### config.mk
export PLATFORM = sky130hd
export DESIGN_NAME = smi_source_gating
export DESIGN_NICKNAME = d
export VERILOG_FILES = /design/src/smi_gate_pkg.sv /design/src/mgmt_pin_sync.sv /design/src/mgmt_w1c_flags.sv /design/src/smi_source_gating.sv
export SDC_FILE = /design/constraint.sdc
export NUM_CORES = 1
export LEC_CHECK = 0
export ABC_AREA = 0
export BUFFER_PORTS_ARGS = -buffer_cell sky130_fd_sc_hd__buf_2
export CORE_ASPECT_RATIO = 1.4
export CORE_MARGIN = 5
export CORE_UTILIZATION = 45
export DETAILED_ROUTE_END_ITERATION = 12
export PLACE_DENSITY = 0.69
export SLEW_MARGIN = 20
export SYNTH_ARGS = -nofsm -noshare
export SYNTH_HDL_FRONTEND = slang
export SYNTH_SLANG_ARGS = --single-unit
### constraint.sdc
create_clock -name CLK -period 2.3 [get_ports CLK]
set_clock_uncertainty 0.2 [all_clocks]
set_input_delay 0.23 -clock CLK [delete_from_list [all_inputs] [get_ports CLK]]
set_output_delay 0.23 -clock CLK [all_outputs]
set_load 0.01 [all_outputs]
### src/smi_gate_pkg.sv
// Constants shared by the management interrupt gating block.
package smi_gate_pkg;

    // Register indices; the byte address on the bus is four times the index.
    localparam logic [7:0] IDX_STS_PERIPH = 8'h10;
    localparam logic [7:0] IDX_STS_MISC   = 8'h11;
    localparam logic [7:0] IDX_STS_PORT2  = 8'h12;
    localparam logic [7:0] IDX_STS_PORT34 = 8'h13;
    localparam logic [7:0] IDX_STS_PORT5  = 8'h14;
    localparam logic [7:0] IDX_STS_PORT1  = 8'h15;
    localparam logic [7:0] IDX_EN_PERIPH_A = 8'h16;
    localparam logic [7:0] IDX_EN_PERIPH_B = 8'h17;
    localparam logic [7:0] IDX_EN_PORT2    = 8'h18;
    localparam logic [7:0] IDX_EN_PORT34   = 8'h19;
    localparam logic [7:0] IDX_EN_PORT5    = 8'h1a;
    localparam logic [7:0] IDX_EN_PORT1    = 8'h1b;

    localparam int         NUM_EN      = 6;
    localparam int         NUM_STICKY  = 5;
    localparam logic [7:0] REG_RESET   = 8'h00;
    // Writable bits of the first enable register; bits 0, 5 and 6 reserved.
    localparam logic [7:0] EN_A_MASK   = 8'h9e;
    // Source gates of the second enable register; bits 6 and 7 are routes.
    localparam logic [7:0] EN_B_SRC    = 8'h3f;
    localparam int         ROUTE_SERIAL = 6;
    localparam int         ROUTE_PIN    = 7;

    localparam logic [1:0] HTRANS_NONSEQ = 2'b10;
    localparam logic [1:0] HRESP_OKAY    = 2'b00;

    typedef enum logic [1:0] {
        BUS_IDLE = 2'b00,
        BUS_WR   = 2'b01,
        BUS_RDW  = 2'b10,
        BUS_RD   = 2'b11
    } bus_state_e;

endpackage

### src/mgmt_pin_sync.sv
// Three-stage synchroniser with agreement filter and change pulse.
module mgmt_pin_sync #(
    parameter int W = 8
) (
    input  wire logic         clk,
    input  wire logic         nrst,
    input  wire logic [W-1:0] raw,
    output logic      [W-1:0] lvl,
    output logic      [W-1:0] chg
);
    import smi_gate_pkg::*;

    logic [W-1:0] s1_q, s2_q, s3_q, lvl_q, chg_q;
    logic [W-1:0] lvl_d, chg_d;

    // A new level is taken only when the second and third stages agree.
    always_comb begin
        lvl_d = lvl_q;
        chg_d = '0;
        for (int i = 0; i < W; i++) begin
            if (s2_q[i] == s3_q[i] && s3_q[i] != lvl_q[i]) begin
                lvl_d[i] = s3_q[i];
                chg_d[i] = 1'b1;
            end
        end
    end

    always_ff @(posedge clk) begin
        if (!nrst) begin
            s1_q  <= '0;
            s2_q  <= '0;
            s3_q  <= '0;
            lvl_q <= '0;
            chg_q <= '0;
        end else begin
            s1_q  <= raw;
            s2_q  <= s1_q;
            s3_q  <= s2_q;
            lvl_q <= lvl_d;
            chg_q <= chg_d;
        end
    end

    assign lvl = lvl_q;
    assign chg = chg_q;
endmodule // mgmt_pin_sync

### src/mgmt_w1c_flags.sv
// Sticky event flags, cleared by writing one; a set beats a clear.
module mgmt_w1c_flags #(
    parameter int W = 8
) (
    input  wire logic         clk,
    input  wire logic         nrst,
    input  wire logic [W-1:0] set,
    input  wire logic [W-1:0] clr,
    output logic      [W-1:0] flags
);
    import smi_gate_pkg::*;

    logic [W-1:0] flags_q, flags_d;

    always_comb begin
        flags_d = (flags_q & ~clr) | set;
    end

    always_ff @(posedge clk) begin
        if (!nrst) begin
            flags_q <= '0;
        end else begin
            flags_q <= flags_d;
        end
    end

    assign flags = flags_q;
endmodule // mgmt_w1c_flags

### src/smi_source_gating.sv
// Management interrupt source gating with status, enables and routing.
//
// The implementer's own choice: register access over AHB-Lite.

// What this block does
// - Status 0x15 bits 0 to 7 hold port1 pin 0 to 7 events; reset 0x00.
// - Writing one to a sticky status bit clears that bit and leaves the others.
// - Enable A: b1 printer, b2 serial2, b3 serial1, b4 floppy, b7 watchdog.
// - Enable B bits 0-5: mouse, keyboard, bus, ring1, port1 pin2, ring2.
// - Enable B also gates the combined interrupt onto the pin and the stream.
// - Enable port2: port2 bits 0-2, port6 bit 0, port2 bits 4-7 on bits 0-7.
// - Enable port3/4: port3 b0-3, port4 b1, fan sense, port4 b3, port6 b1.
// - Enable port5: port5 bits 0 to 7 in ascending order.
// - Printer, serial, floppy, mouse, keyboard flags follow their source.
// - Bits 2 to 5 of the second status register clear on a write of one.
module smi_source_gating (
    input  wire logic        CLK,
    input  wire logic        NRST,
    input  wire logic        HSEL,
    input  wire logic [31:0] HADDR,
    input  wire logic [1:0]  HTRANS,
    input  wire logic        HWRITE,
    input  wire logic [2:0]  HSIZE,
    input  wire logic [31:0] HWDATA,
    input  wire logic        HREADY,
    output logic             HREADYOUT,
    output logic      [31:0] HRDATA,
    output logic      [1:0]  HRESP,
    input  wire logic        PRINTER_IRQ,
    input  wire logic        SERIAL2_IRQ,
    input  wire logic        SERIAL1_IRQ,
    input  wire logic        FLOPPY_IRQ,
    input  wire logic        WATCHDOG_IRQ,
    input  wire logic        MOUSE_IRQ,
    input  wire logic        KEYBOARD_IRQ,
    input  wire logic        MGMT_BUS_IRQ,
    input  wire logic        RING_ONE_N,
    input  wire logic        RING_TWO_N,
    input  wire logic        FAN_SPEED_SENSE,
    input  wire logic [7:0]  PORT1_PINS,
    input  wire logic [7:0]  PORT2_PINS,
    input  wire logic [3:0]  PORT3_PINS,
    input  wire logic [3:0]  PORT4_PINS,
    input  wire logic [7:0]  PORT5_PINS,
    input  wire logic [1:0]  PORT6_PINS,
    output logic             COMBINED_MGMT_IRQ_N,
    output logic             MGMT_IRQ_PIN_N,
    output logic             SERIAL_IRQ_REQ
);
    import smi_gate_pkg::*;

    localparam int NRAW = 45;

    function automatic logic hit_idx(input logic [7:0] word,
                                     input logic       ok,
                                     input logic [7:0] idx);
        hit_idx = ok && (word == idx);
    endfunction

    // Synchronised levels and change pulses of every outside input.
    logic [NRAW-1:0] raw;
    logic [NRAW-1:0] lvl;
    logic [NRAW-1:0] chg;
    logic [1:0]      p6_l;
    logic [1:0]      p6_c;
    logic [7:0]      p5_l;
    logic [7:0]      p5_c;
    logic [7:0]      p2_l;
    logic [7:0]      p2_c;
    logic [7:0]      p1_l;
    logic [7:0]      p1_c;
    logic [3:0]      p4_l;
    logic [3:0]      p4_c;
    logic [3:0]      p3_l;
    logic [3:0]      p3_c;
    logic            fan_l;
    logic            fan_c;
    logic [1:0]      ring_l;
    logic [1:0]      ring_c;
    logic            smb_l;
    logic            smb_c;
    logic [6:0]      per_l;
    logic [6:0]      per_c;

    assign raw = {PORT6_PINS, PORT5_PINS, PORT4_PINS, PORT3_PINS,
                  FAN_SPEED_SENSE, PORT2_PINS, PORT1_PINS,
                  RING_TWO_N, RING_ONE_N, MGMT_BUS_IRQ,
                  KEYBOARD_IRQ, MOUSE_IRQ, WATCHDOG_IRQ, FLOPPY_IRQ,
                  SERIAL1_IRQ, SERIAL2_IRQ, PRINTER_IRQ};

    mgmt_pin_sync #(.W(NRAW)) u_sync (
        .clk  (CLK),
        .nrst (NRST),
        .raw  (raw),
        .lvl  (lvl),
        .chg  (chg)
    );

    assign {p6_l, p5_l, p4_l, p3_l, fan_l, p2_l, p1_l,
            ring_l, smb_l, per_l} = lvl;
    assign {p6_c, p5_c, p4_c, p3_c, fan_c, p2_c, p1_c,
            ring_c, smb_c, per_c} = chg;

    // Bus address and data phase tracking.
    bus_state_e  st_q;
    bus_state_e  st_d;
    logic [7:0]  word_q;
    logic [7:0]  word_d;
    logic        ok_q;
    logic        ok_d;
    logic [31:0] rdata_q;
    logic [31:0] rdata_d;
    logic        take;
    logic        wr_now;

    assign take   = HSEL && HREADY && (HTRANS == HTRANS_NONSEQ);
    assign wr_now = (st_q == BUS_WR);

    // Enable registers.
    logic [7:0] en_q [NUM_EN];
    logic [7:0] en_d [NUM_EN];

    always_comb begin
        for (int i = 0; i < NUM_EN; i++) begin
            en_d[i] = en_q[i];
            if (wr_now && hit_idx(word_q, ok_q,
                                  8'(IDX_EN_PERIPH_A + 8'(i)))) begin
                en_d[i] = (i == 0) ? (HWDATA[7:0] & EN_A_MASK)
                                   : HWDATA[7:0];
            end
        end
    end

    always_ff @(posedge CLK) begin
        if (!NRST) begin
            for (int i = 0; i < NUM_EN; i++) begin
                en_q[i] <= REG_RESET;
            end
        end else begin
            for (int i = 0; i < NUM_EN; i++) begin
                en_q[i] <= en_d[i];
            end
        end
    end

    // Level status that follows its source; writes have no effect.
    logic [7:0] sts_periph;
    assign sts_periph = {per_l[4], 2'b00, per_l[3], per_l[2],
                         per_l[1], per_l[0], 1'b0};

    // Sticky status registers: misc, port2, port3/4, port5, port1.
    logic [7:0] set_v [NUM_STICKY];
    logic [7:0] clr_v [NUM_STICKY];
    logic [7:0] flg_v [NUM_STICKY];

    // Ring inputs are active low, so their event is the falling level.
    assign set_v[0] = {2'b00, ring_c[1] & ~ring_l[1], p1_c[2] & p1_l[2],
                       ring_c[0] & ~ring_l[0], smb_c & smb_l, 2'b00};
    assign set_v[1] = {p2_c[7:4] & p2_l[7:4], p6_c[0] & p6_l[0],
                       p2_c[2:0] & p2_l[2:0]};
    assign set_v[2] = {p6_c[1] & p6_l[1], p4_c[3] & p4_l[3],
                       fan_c & fan_l, p4_c[1] & p4_l[1],
                       p3_c & p3_l};
    assign set_v[3] = p5_c & p5_l;
    assign set_v[4] = p1_c & p1_l;

    // One write-one clear strobe per sticky register, taken in the data
    // phase while HWDATA stands.
    generate
        for (genvar g = 0; g < NUM_STICKY; g++) begin : g_sticky
            assign clr_v[g] = (wr_now && hit_idx(word_q, ok_q,
                               8'(IDX_STS_MISC + 8'(g))))
                              ? HWDATA[7:0] : 8'h00;
            mgmt_w1c_flags #(.W(8)) u_flags (
                .clk   (CLK),
                .nrst  (NRST),
                .set   (set_v[g]),
                .clr   (clr_v[g]),
                .flags (flg_v[g])
            );
        end
    endgenerate

    // Second status register: mouse and keyboard follow their source.
    logic [7:0] sts_misc;
    assign sts_misc = {flg_v[0][7:2], per_l[6], per_l[5]};

    // Gating of each source by its enable bit.
    logic hit;
    assign hit = |(sts_periph & en_q[0])
               | |(sts_misc & en_q[1] & EN_B_SRC)
               | |(flg_v[1] & en_q[2])
               | |(flg_v[2] & en_q[3])
               | |(flg_v[3] & en_q[4])
               | |(flg_v[4] & en_q[5]);

    // Registered interrupt outputs and their routes.
    logic comb_q;
    logic comb_d;
    logic pin_q;
    logic pin_d;
    logic ser_q;
    logic ser_d;

    always_comb begin
        comb_d = hit;
        pin_d  = hit && en_q[1][ROUTE_PIN];
        ser_d  = hit && en_q[1][ROUTE_SERIAL];
    end

    always_ff @(posedge CLK) begin
        if (!NRST) begin
            comb_q <= 1'b0;
            pin_q  <= 1'b0;
            ser_q  <= 1'b0;
        end else begin
            comb_q <= comb_d;
            pin_q  <= pin_d;
            ser_q  <= ser_d;
        end
    end

    assign COMBINED_MGMT_IRQ_N = ~comb_q;
    assign MGMT_IRQ_PIN_N      = ~pin_q;
    assign SERIAL_IRQ_REQ      = ser_q;

    // Read multiplexer, sampled after any earlier write has landed.
    logic [7:0] rd_byte;

    always_comb begin
        if (hit_idx(word_q, ok_q, IDX_STS_PERIPH)) begin
            rd_byte = sts_periph;
        end else if (hit_idx(word_q, ok_q, IDX_STS_MISC)) begin
            rd_byte = sts_misc;
        end else if (hit_idx(word_q, ok_q, IDX_STS_PORT2)) begin
            rd_byte = flg_v[1];
        end else if (hit_idx(word_q, ok_q, IDX_STS_PORT34)) begin
            rd_byte = flg_v[2];
        end else if (hit_idx(word_q, ok_q, IDX_STS_PORT5)) begin
            rd_byte = flg_v[3];
        end else if (hit_idx(word_q, ok_q, IDX_STS_PORT1)) begin
            rd_byte = flg_v[4];
        end else if (hit_idx(word_q, ok_q, IDX_EN_PERIPH_A)) begin
            rd_byte = en_q[0];
        end else if (hit_idx(word_q, ok_q, IDX_EN_PERIPH_B)) begin
            rd_byte = en_q[1];
        end else if (hit_idx(word_q, ok_q, IDX_EN_PORT2)) begin
            rd_byte = en_q[2];
        end else if (hit_idx(word_q, ok_q, IDX_EN_PORT34)) begin
            rd_byte = en_q[3];
        end else if (hit_idx(word_q, ok_q, IDX_EN_PORT5)) begin
            rd_byte = en_q[4];
        end else if (hit_idx(word_q, ok_q, IDX_EN_PORT1)) begin
            rd_byte = en_q[5];
        end else begin
            rd_byte = 8'h00;
        end
    end

    // Writes finish with no wait; reads insert one wait cycle.
    always_comb begin
        st_d    = st_q;
        word_d  = word_q;
        ok_d    = ok_q;
        rdata_d = rdata_q;
        case (st_q)
            BUS_RDW: begin
                rdata_d = {24'h000000, rd_byte};
                st_d    = BUS_RD;
            end
            default: begin
                if (take) begin
                    word_d = HADDR[9:2];
                    ok_d   = (HADDR[31:10] == 22'h000000) &&
                             (HADDR[1:0] == 2'b00);
                    st_d   = HWRITE ? BUS_WR : BUS_RDW;
                end else begin
                    st_d   = BUS_IDLE;
                end
            end
        endcase
    end

    always_ff @(posedge CLK) begin
        if (!NRST) begin
            st_q    <= BUS_IDLE;
            word_q  <= 8'h00;
            ok_q    <= 1'b0;
            rdata_q <= 32'h00000000;
        end else begin
            st_q    <= st_d;
            word_q  <= word_d;
            ok_q    <= ok_d;
            rdata_q <= rdata_d;
        end
    end

    assign HREADYOUT = (st_q != BUS_RDW);
    assign HRDATA    = rdata_q;
    assign HRESP     = HRESP_OKAY;
endmodule // smi_source_gating

==> impl_metrics.toml, run 1 <==
[die]
fp-row-count = 70
die_x_um = 147.2
ioPinCount = 157
die-area_um2 = 29760
die_h_um = 202.1
fp.coreArea_um2 = 26100
initial_utilization_pct = 45.47

[sta]
hold_slack_ns = 0.01389
rsz0062_at_grt = "true"
worst_pin_slew_ns = 0.6755
maxSlewViolCount = 0
finalHoldViolations = 0
fmax_mhz = 443.6
finalCritPeriodShare_pct = 98.02
setup_violations = 0
final.min_clock_period_ns = 2.254
max_slew_margin_pct = 54.97

[global_route]
grt_pass1_wl_mm = 49.15
grt_max_degree = 183
grt_pass1_vias = 8929
globalRoute.totalOverflow = 0
antenna_found_initial = 0
grtUsageTotal_pct = 20.66

[critical_path]
crit_buf_inv = 2
crit_path_start_kind = "register"
arrival_ns = 2.54
end_kind = "register"
slowest_delay_ns = 0.54
worstPathRequired_ns = 2.59
path_cells = "or4b_4, buf_8, buf_4, nor2_2, o211ai_1, o311ai_0, a32o_1"
cp_top_family = "simple AND/OR/NAND/NOR gates"
crit_slowest_cell = "or4b_4"
path_max_fanout = 5
critical_path_class = "register to register"

[min_path]
hp-class = "primary input to register"

[outcome]
outcome = "finished clean"

[route]
drt_iter0_markers = 571
viasPerCell = 5.202
firstDrtPassIters = 5
route.detailed.drc = 0
drtAntennaViolNets = 0
wl_mm = 31.52
routedWlPerCell_um = 17.58
vias = 9327

[synthesis]
yosysWarnings = 0
synth_top_flop_cell = "dfxtp_1"
syn_avg_cell_area_um2 = 9.455
synth_common_cells = "dfxtp_1 (308), nand2_1 (171), and2_1 (168), o21ai_0 (92), nor2b_1 (70)"
synth_area_um2 = 11870
synth_edf_count = 0
netlist_instances = 1255
async_flop_share_pct = 0
synth_cell_type_count = 57
ys_seq_elements = 308
synth_seq_area_share_pct = 51.96
yosysTopAreaCell = "dfxtp_1"
synth_area_leaders = "dfxtp_1 (52%), and2_1 (8.9%), nand2_1 (5.4%)"
synth_top_area_share_pct = 51.96
yosysMostFrequentCell = "dfxtp_1"

[power]
peakVddDrop_uv = 545.0
p_leak_nw = 5.513
power-per-cell-area_nw_per_um2 = 734.1

[cells_and_area]
fillCellCount = 2323
num-nets-final = 1566
fin_area_um2 = 14640
synthToLayoutAreaGrowth_pct = 23.36
diodes = 0
drive_above_1_share_pct = 16.75

[place]
hpwl_mm = 22.53
port_buffers = 100
gp_congestion = 0.9761
placed_cell_area_um2 = 12890

[cts]
cts.path.max_buffers = 3
tritoncts = "built"
htree_levels = 1
clk_pin_slew_worst_paths_ns = 0.06
clk_latency_ns = 0.55
cts_root_buffer = "clkbuf_16"
cts_buffers = 29
cts.sinks = 308

[run]
drv_cap = 0
==> power by group <==
group          internal (W)  switching (W)
Combinational      0.000242       0.000225
Clock               0.00279        0.00201
Sequential          0.00543      0.0000519
Total               0.00846        0.00228
==> cell usage in the layout, fill, tap and decap left out, types with 45 or more instances in the layout <==
cell           Yosys  final
dfxtp_1          308    305
dlygate4sd3_1      0     63
nor2_1            45     45
buf_4             28     56
a21boi_0          65     65
nor2b_1           70     70
o21ai_0           92     92
and2_1           168    168
buf_2              3     99
nand2_1          171    171
==> tightest hold or removal path, stage by stage <==
cell,delay (ns)
buf_2,0.07
nand4b_1,0.17
o21ai_0,0.10
and2_1,0.15
==> layer usage <==
| layer | GRT usage (%) | up-vias | wire length [um] |
|---|---|---|---|
| met5 | 0 | - | 0 |
| met4 | 11.63 | 0 | 1993 |
| met3 | 2.243 | 88 | 1486 |
| met2 | 35.94 | 258 | 15230 |
| met1 | 24.76 | 4348 | 12810 |
| li1 | - | 4633 | - |
==> flip-flops by register name, indices dropped and copies added (netlist names), 2 cells and up <==
register,count
u_sync.s3_q,42
g_sticky.u_flags.flags,38
HRDATA,8
u_sync.s1_q,42
u_sync.lvl,42
word_q,8
st_q,2
u_sync.chg,35
en_q,45
u_sync.s2_q,42
==> final timing paths <==
| kind | from | end | slack, ns | cells past startpoint |
|---|---|---|---|---|
| setup / recovery | word_q[7] | HRDATA[6] | 0.05 | 7 |
| hold / removal | HTRANS[0] | st_q[1] | 0.01 | 4 |
| setup reg to reg | word_q[7] | HRDATA[6] | 0.05 | 7 |
| hold reg to reg | u_sync.s1_q[36] | u_sync.s2_q[36] | 0.23 | 1 |
==> metrics by stage <==
stage / utilization (%) / setup slack [ns] / setup TNS, ns / total power, W / instances
floorplan: - / 0.1440 / 0 / 0.005857 / 1280
global placement: 49.40 / 0.06374 / 0 / 0.005978 / 1670
detailed placement: 49.40 / 0.02900 / 0 / 0.005987 / 1670
CTS: 55.54 / 0.0005584 / 0 / 0.01088 / 1786
global route: 56.08 / -0.03644 / -0.1303 / 0.01115 / 1793
finish: 56.08 / 0.04551 / 0 / 0.01075 / 1793
==> what timing repair did <==
item                       CTS  global route
buffers inserted             0             7
resized for setup            0            20
hold buffers                63             0
setup endpoints to repair    0            65
hold endpoints to repair   142             0
==> cell families after synthesis <==
logic type | share of synthesized area (%)
AND/OR/NAND/NOR | 23.96
flip-flops | 51.96
AO/OA/AOI/OAI | 15.22
buffers and inverters | 4.207
multiplexers | 4.629
other | 0.03160
==> area by class of cell <==
class                      instances  area, um^2  share of cell area, %
sequential                       308        6170                  42.15
multi-input combinational        872        5343                  36.50
timing repair buffer             229        1722                  11.76
clock buffer                      42       844.6                  5.770
tap                              324       405.4                  2.769
clock inverter                    11       127.6                 0.8719
inverter                           7       26.28                 0.1795
No activity file was read; power rests on OpenSTA's default activity.
==> run 2: changes to the inputs <==
BUFFER_PORTS_ARGS = -buffer_cell sky130_fd_sc_hd__buf_4   (was -buffer_cell sky130_fd_sc_hd__buf_2)
CORE_MARGIN = 4   (was 5)
CTS_CLUSTER_SIZE = 24   (was not set)
==> run 2 against run 1 <==
  * Cell area grew 2.6%
  * Power grew 3.3%
  * First-iteration DRC count decreased by 25%
  * Global-route usage rose by 0.21 points
  * Register-to-register slack better by 0.02 ns
  * Critical path depth grew 1
  * Clock power is 6.5% higher
  * Non-clock buffer count rose by 6
  * Largest cell class unchanged
  * Largest power group unchanged
==> impl_metrics.toml, run 2 (synthesis results as in run 1) <==
[sta]
hold_slack_ns = 0.02605
rsz0062_at_grt = "true"
worst_pin_slew_ns = 0.6807
maxSlewViolCount = 0
final.min_clock_period_ns = 2.233
setup_violations = 0
max_slew_margin_pct = 54.62
finalHoldViolations = 0
finalCritPeriodShare_pct = 97.08
fmax_mhz = 447.9

[critical_path]
end_kind = "register"
critical_path_class = "register to register"
r2r_slack_ns = 0.07
path_cells = "or4b_4, buf_8, buf_4, nor3_4, buf_12, clkbuf_4, nand3_1, a21boi_0"
slowest_delay_ns = 0.55
crit_buf_inv = 4
r2r_start = "word_q[5]"
crit_slowest_cell = "or4b_4"
crit_path_start_kind = "register"
worstPathRequired_ns = 2.58
path_max_fanout = 9
cp_top_family = "simple AND/OR/NAND/NOR gates"
ff2ff_path_depth = 8
r2r-end = "en_q[4][7]"
arrival_ns = 2.51

[cts]
tritoncts = "built"
cts.path.max_buffers = 3
clk_pin_slew_worst_paths_ns = 0.07
htree_levels = 1
clk_latency_ns = 0.55
cts.sinks = 308
cts_root_buffer = "clkbuf_16"
cts_buffers = 28

[global_route]
globalRoute.totalOverflow = 0
grt_pass1_wl_mm = 48.96
grt_pass1_vias = 9023
antenna_found_initial = 0
grt_max_degree = 148
grtUsageTotal_pct = 20.86

[power]
p_leak_nw = 5.673
pwr-share-seq_pct = 49.4
p_comb_share_pct = 4.7
switchingPower_w = 0.002262
intPower_w = 0.008835
clkPwrFrac_pct = 45.9
power-per-cell-area_nw_per_um2 = 739.1
p_sw_share_pct = 20.38
peakVddDrop_uv = 558.1

[cells_and_area]
mostFrequentLayoutCells = "dfxtp_1 (308), nand2_1 (169), and2_1 (168), buf_4 (157), o21ai_0 (92)"
drive_above_1_share_pct = 16.84
multi_input_area_um2 = 5330
final_common_cell = "dfxtp_1"
seq_area_um2 = 6166
top_register = "en_q"
largest_reg_flops = 45
num-nets-final = 1571
fillCellCount = 2244
diodes = 0
instances_no_fill = 1797
fin_area_um2 = 15010
synthToLayoutAreaGrowth_pct = 26.53

[place]
placed_cell_area_um2 = 13250
port_buffers = 100
numPlacedInstances = 1680
hpwl_mm = 22.33
gp_congestion = 0.9618

[route]
drt_iter0_markers = 431
route.detailed.drc = 0
vias = 9340
firstDrtPassIters = 5
drtAntennaViolNets = 0
viasPerCell = 5.198
routedWlPerCell_um = 17.35
wl_mm = 31.19

[outcome]
outcome = "finished clean"

[min_path]
hp-class = "primary input to register"
hold_path_startpoint = "HTRANS[0]"
holdPathStages = 4
worstHoldEndpoint = "st_q[0]"

[die]
die-area_um2 = 29070
ioPinCount = 157
die_h_um = 200.1
initial_utilization_pct = 45.47
fp.coreArea_um2 = 26100
die_x_um = 145.2
fp-row-count = 70

[run]
drv_cap = 0
## run 2: cell type report
| cell class | instances | area share, % |
|---|---|---|
| clock inverter | 12 | 1.300 |
| inverter | 7 | 0.1750 |
| timing repair buffer | 235 | 13.64 |
| clock buffer | 39 | 5.617 |
| sequential | 308 | 41.07 |
| multi-input combinational | 872 | 35.50 |
| tap | 324 | 2.700 |
## run 2: power by group through the flow
stage,sequential [W],clock [W],combinational [W]
floorplan,0.00559,0,0.000269
global placement,0.00560,0,0.000424
detailed placement,0.00560,0,0.000430
CTS,0.00548,0.00523,0.000516
global route,0.00549,0.00543,0.000565
finish,0.00548,0.00510,0.000517
## run 2: worst min-delay path, delay by kind of cell
family / cells / cell delay, ns
compound gates: 1 / 0.10
buf+inv: 1 / 0.07
simple gates: 2 / 0.33
## run 2: worst max-delay path by stage
stage / slack [ns] / to / start / cells after the start
after floorplan: 0.14 / g_sticky[2].u_flags.flags[2] / word_q[2] / 7
after global placement: -0.09 / g_sticky[0].u_flags.flags[2] / word_q[5] / 8
after detailed placement: -0.11 / g_sticky[0].u_flags.flags[2] / word_q[5] / 8
after CTS: 0.004 / en_q[5][4] / word_q[5] / 7
after global routing: -0.03 / g_sticky[2].u_flags.flags[2] / word_q[3] / 8
final: 0.07 / en_q[4][7] / word_q[5] / 8
## run 2: per-stage QoR
| stage | setup slack, ns | total power [W] | TNS, ns | util [%] |
|---|---|---|---|---|
| after floorplan | 0.1440 | 0.005857 | 0 | - |
| after global placement | -0.08869 | 0.006023 | -0.2826 | 50.78 |
| after detailed placement | -0.1102 | 0.006033 | -0.3695 | 50.78 |
| after CTS | 0.003882 | 0.01123 | 0 | 57.23 |
| after global routing | -0.02579 | 0.01149 | -0.03375 | 57.53 |
| final | 0.06711 | 0.01110 | 0 | 57.53 |
## run 2: routing by layer
metal	vias up	part of all wire (%)	track usage, %
met4	0	5.2	10.45
met2	275	49	36.69
met3	79	5.2	3.372
li1	4642	-	-
met5	-	0	0
met1	4344	40	24.58
## run 2: timing repair
action	4_1_cts	5_1_grt
gates cloned	0	1
hold buffers	63	0
endpoints found under the setup margin	7	56
hold endpoints to repair	140	0
buffers inserted	0	2
gates resized for setup	3	13
pin swaps	1	5
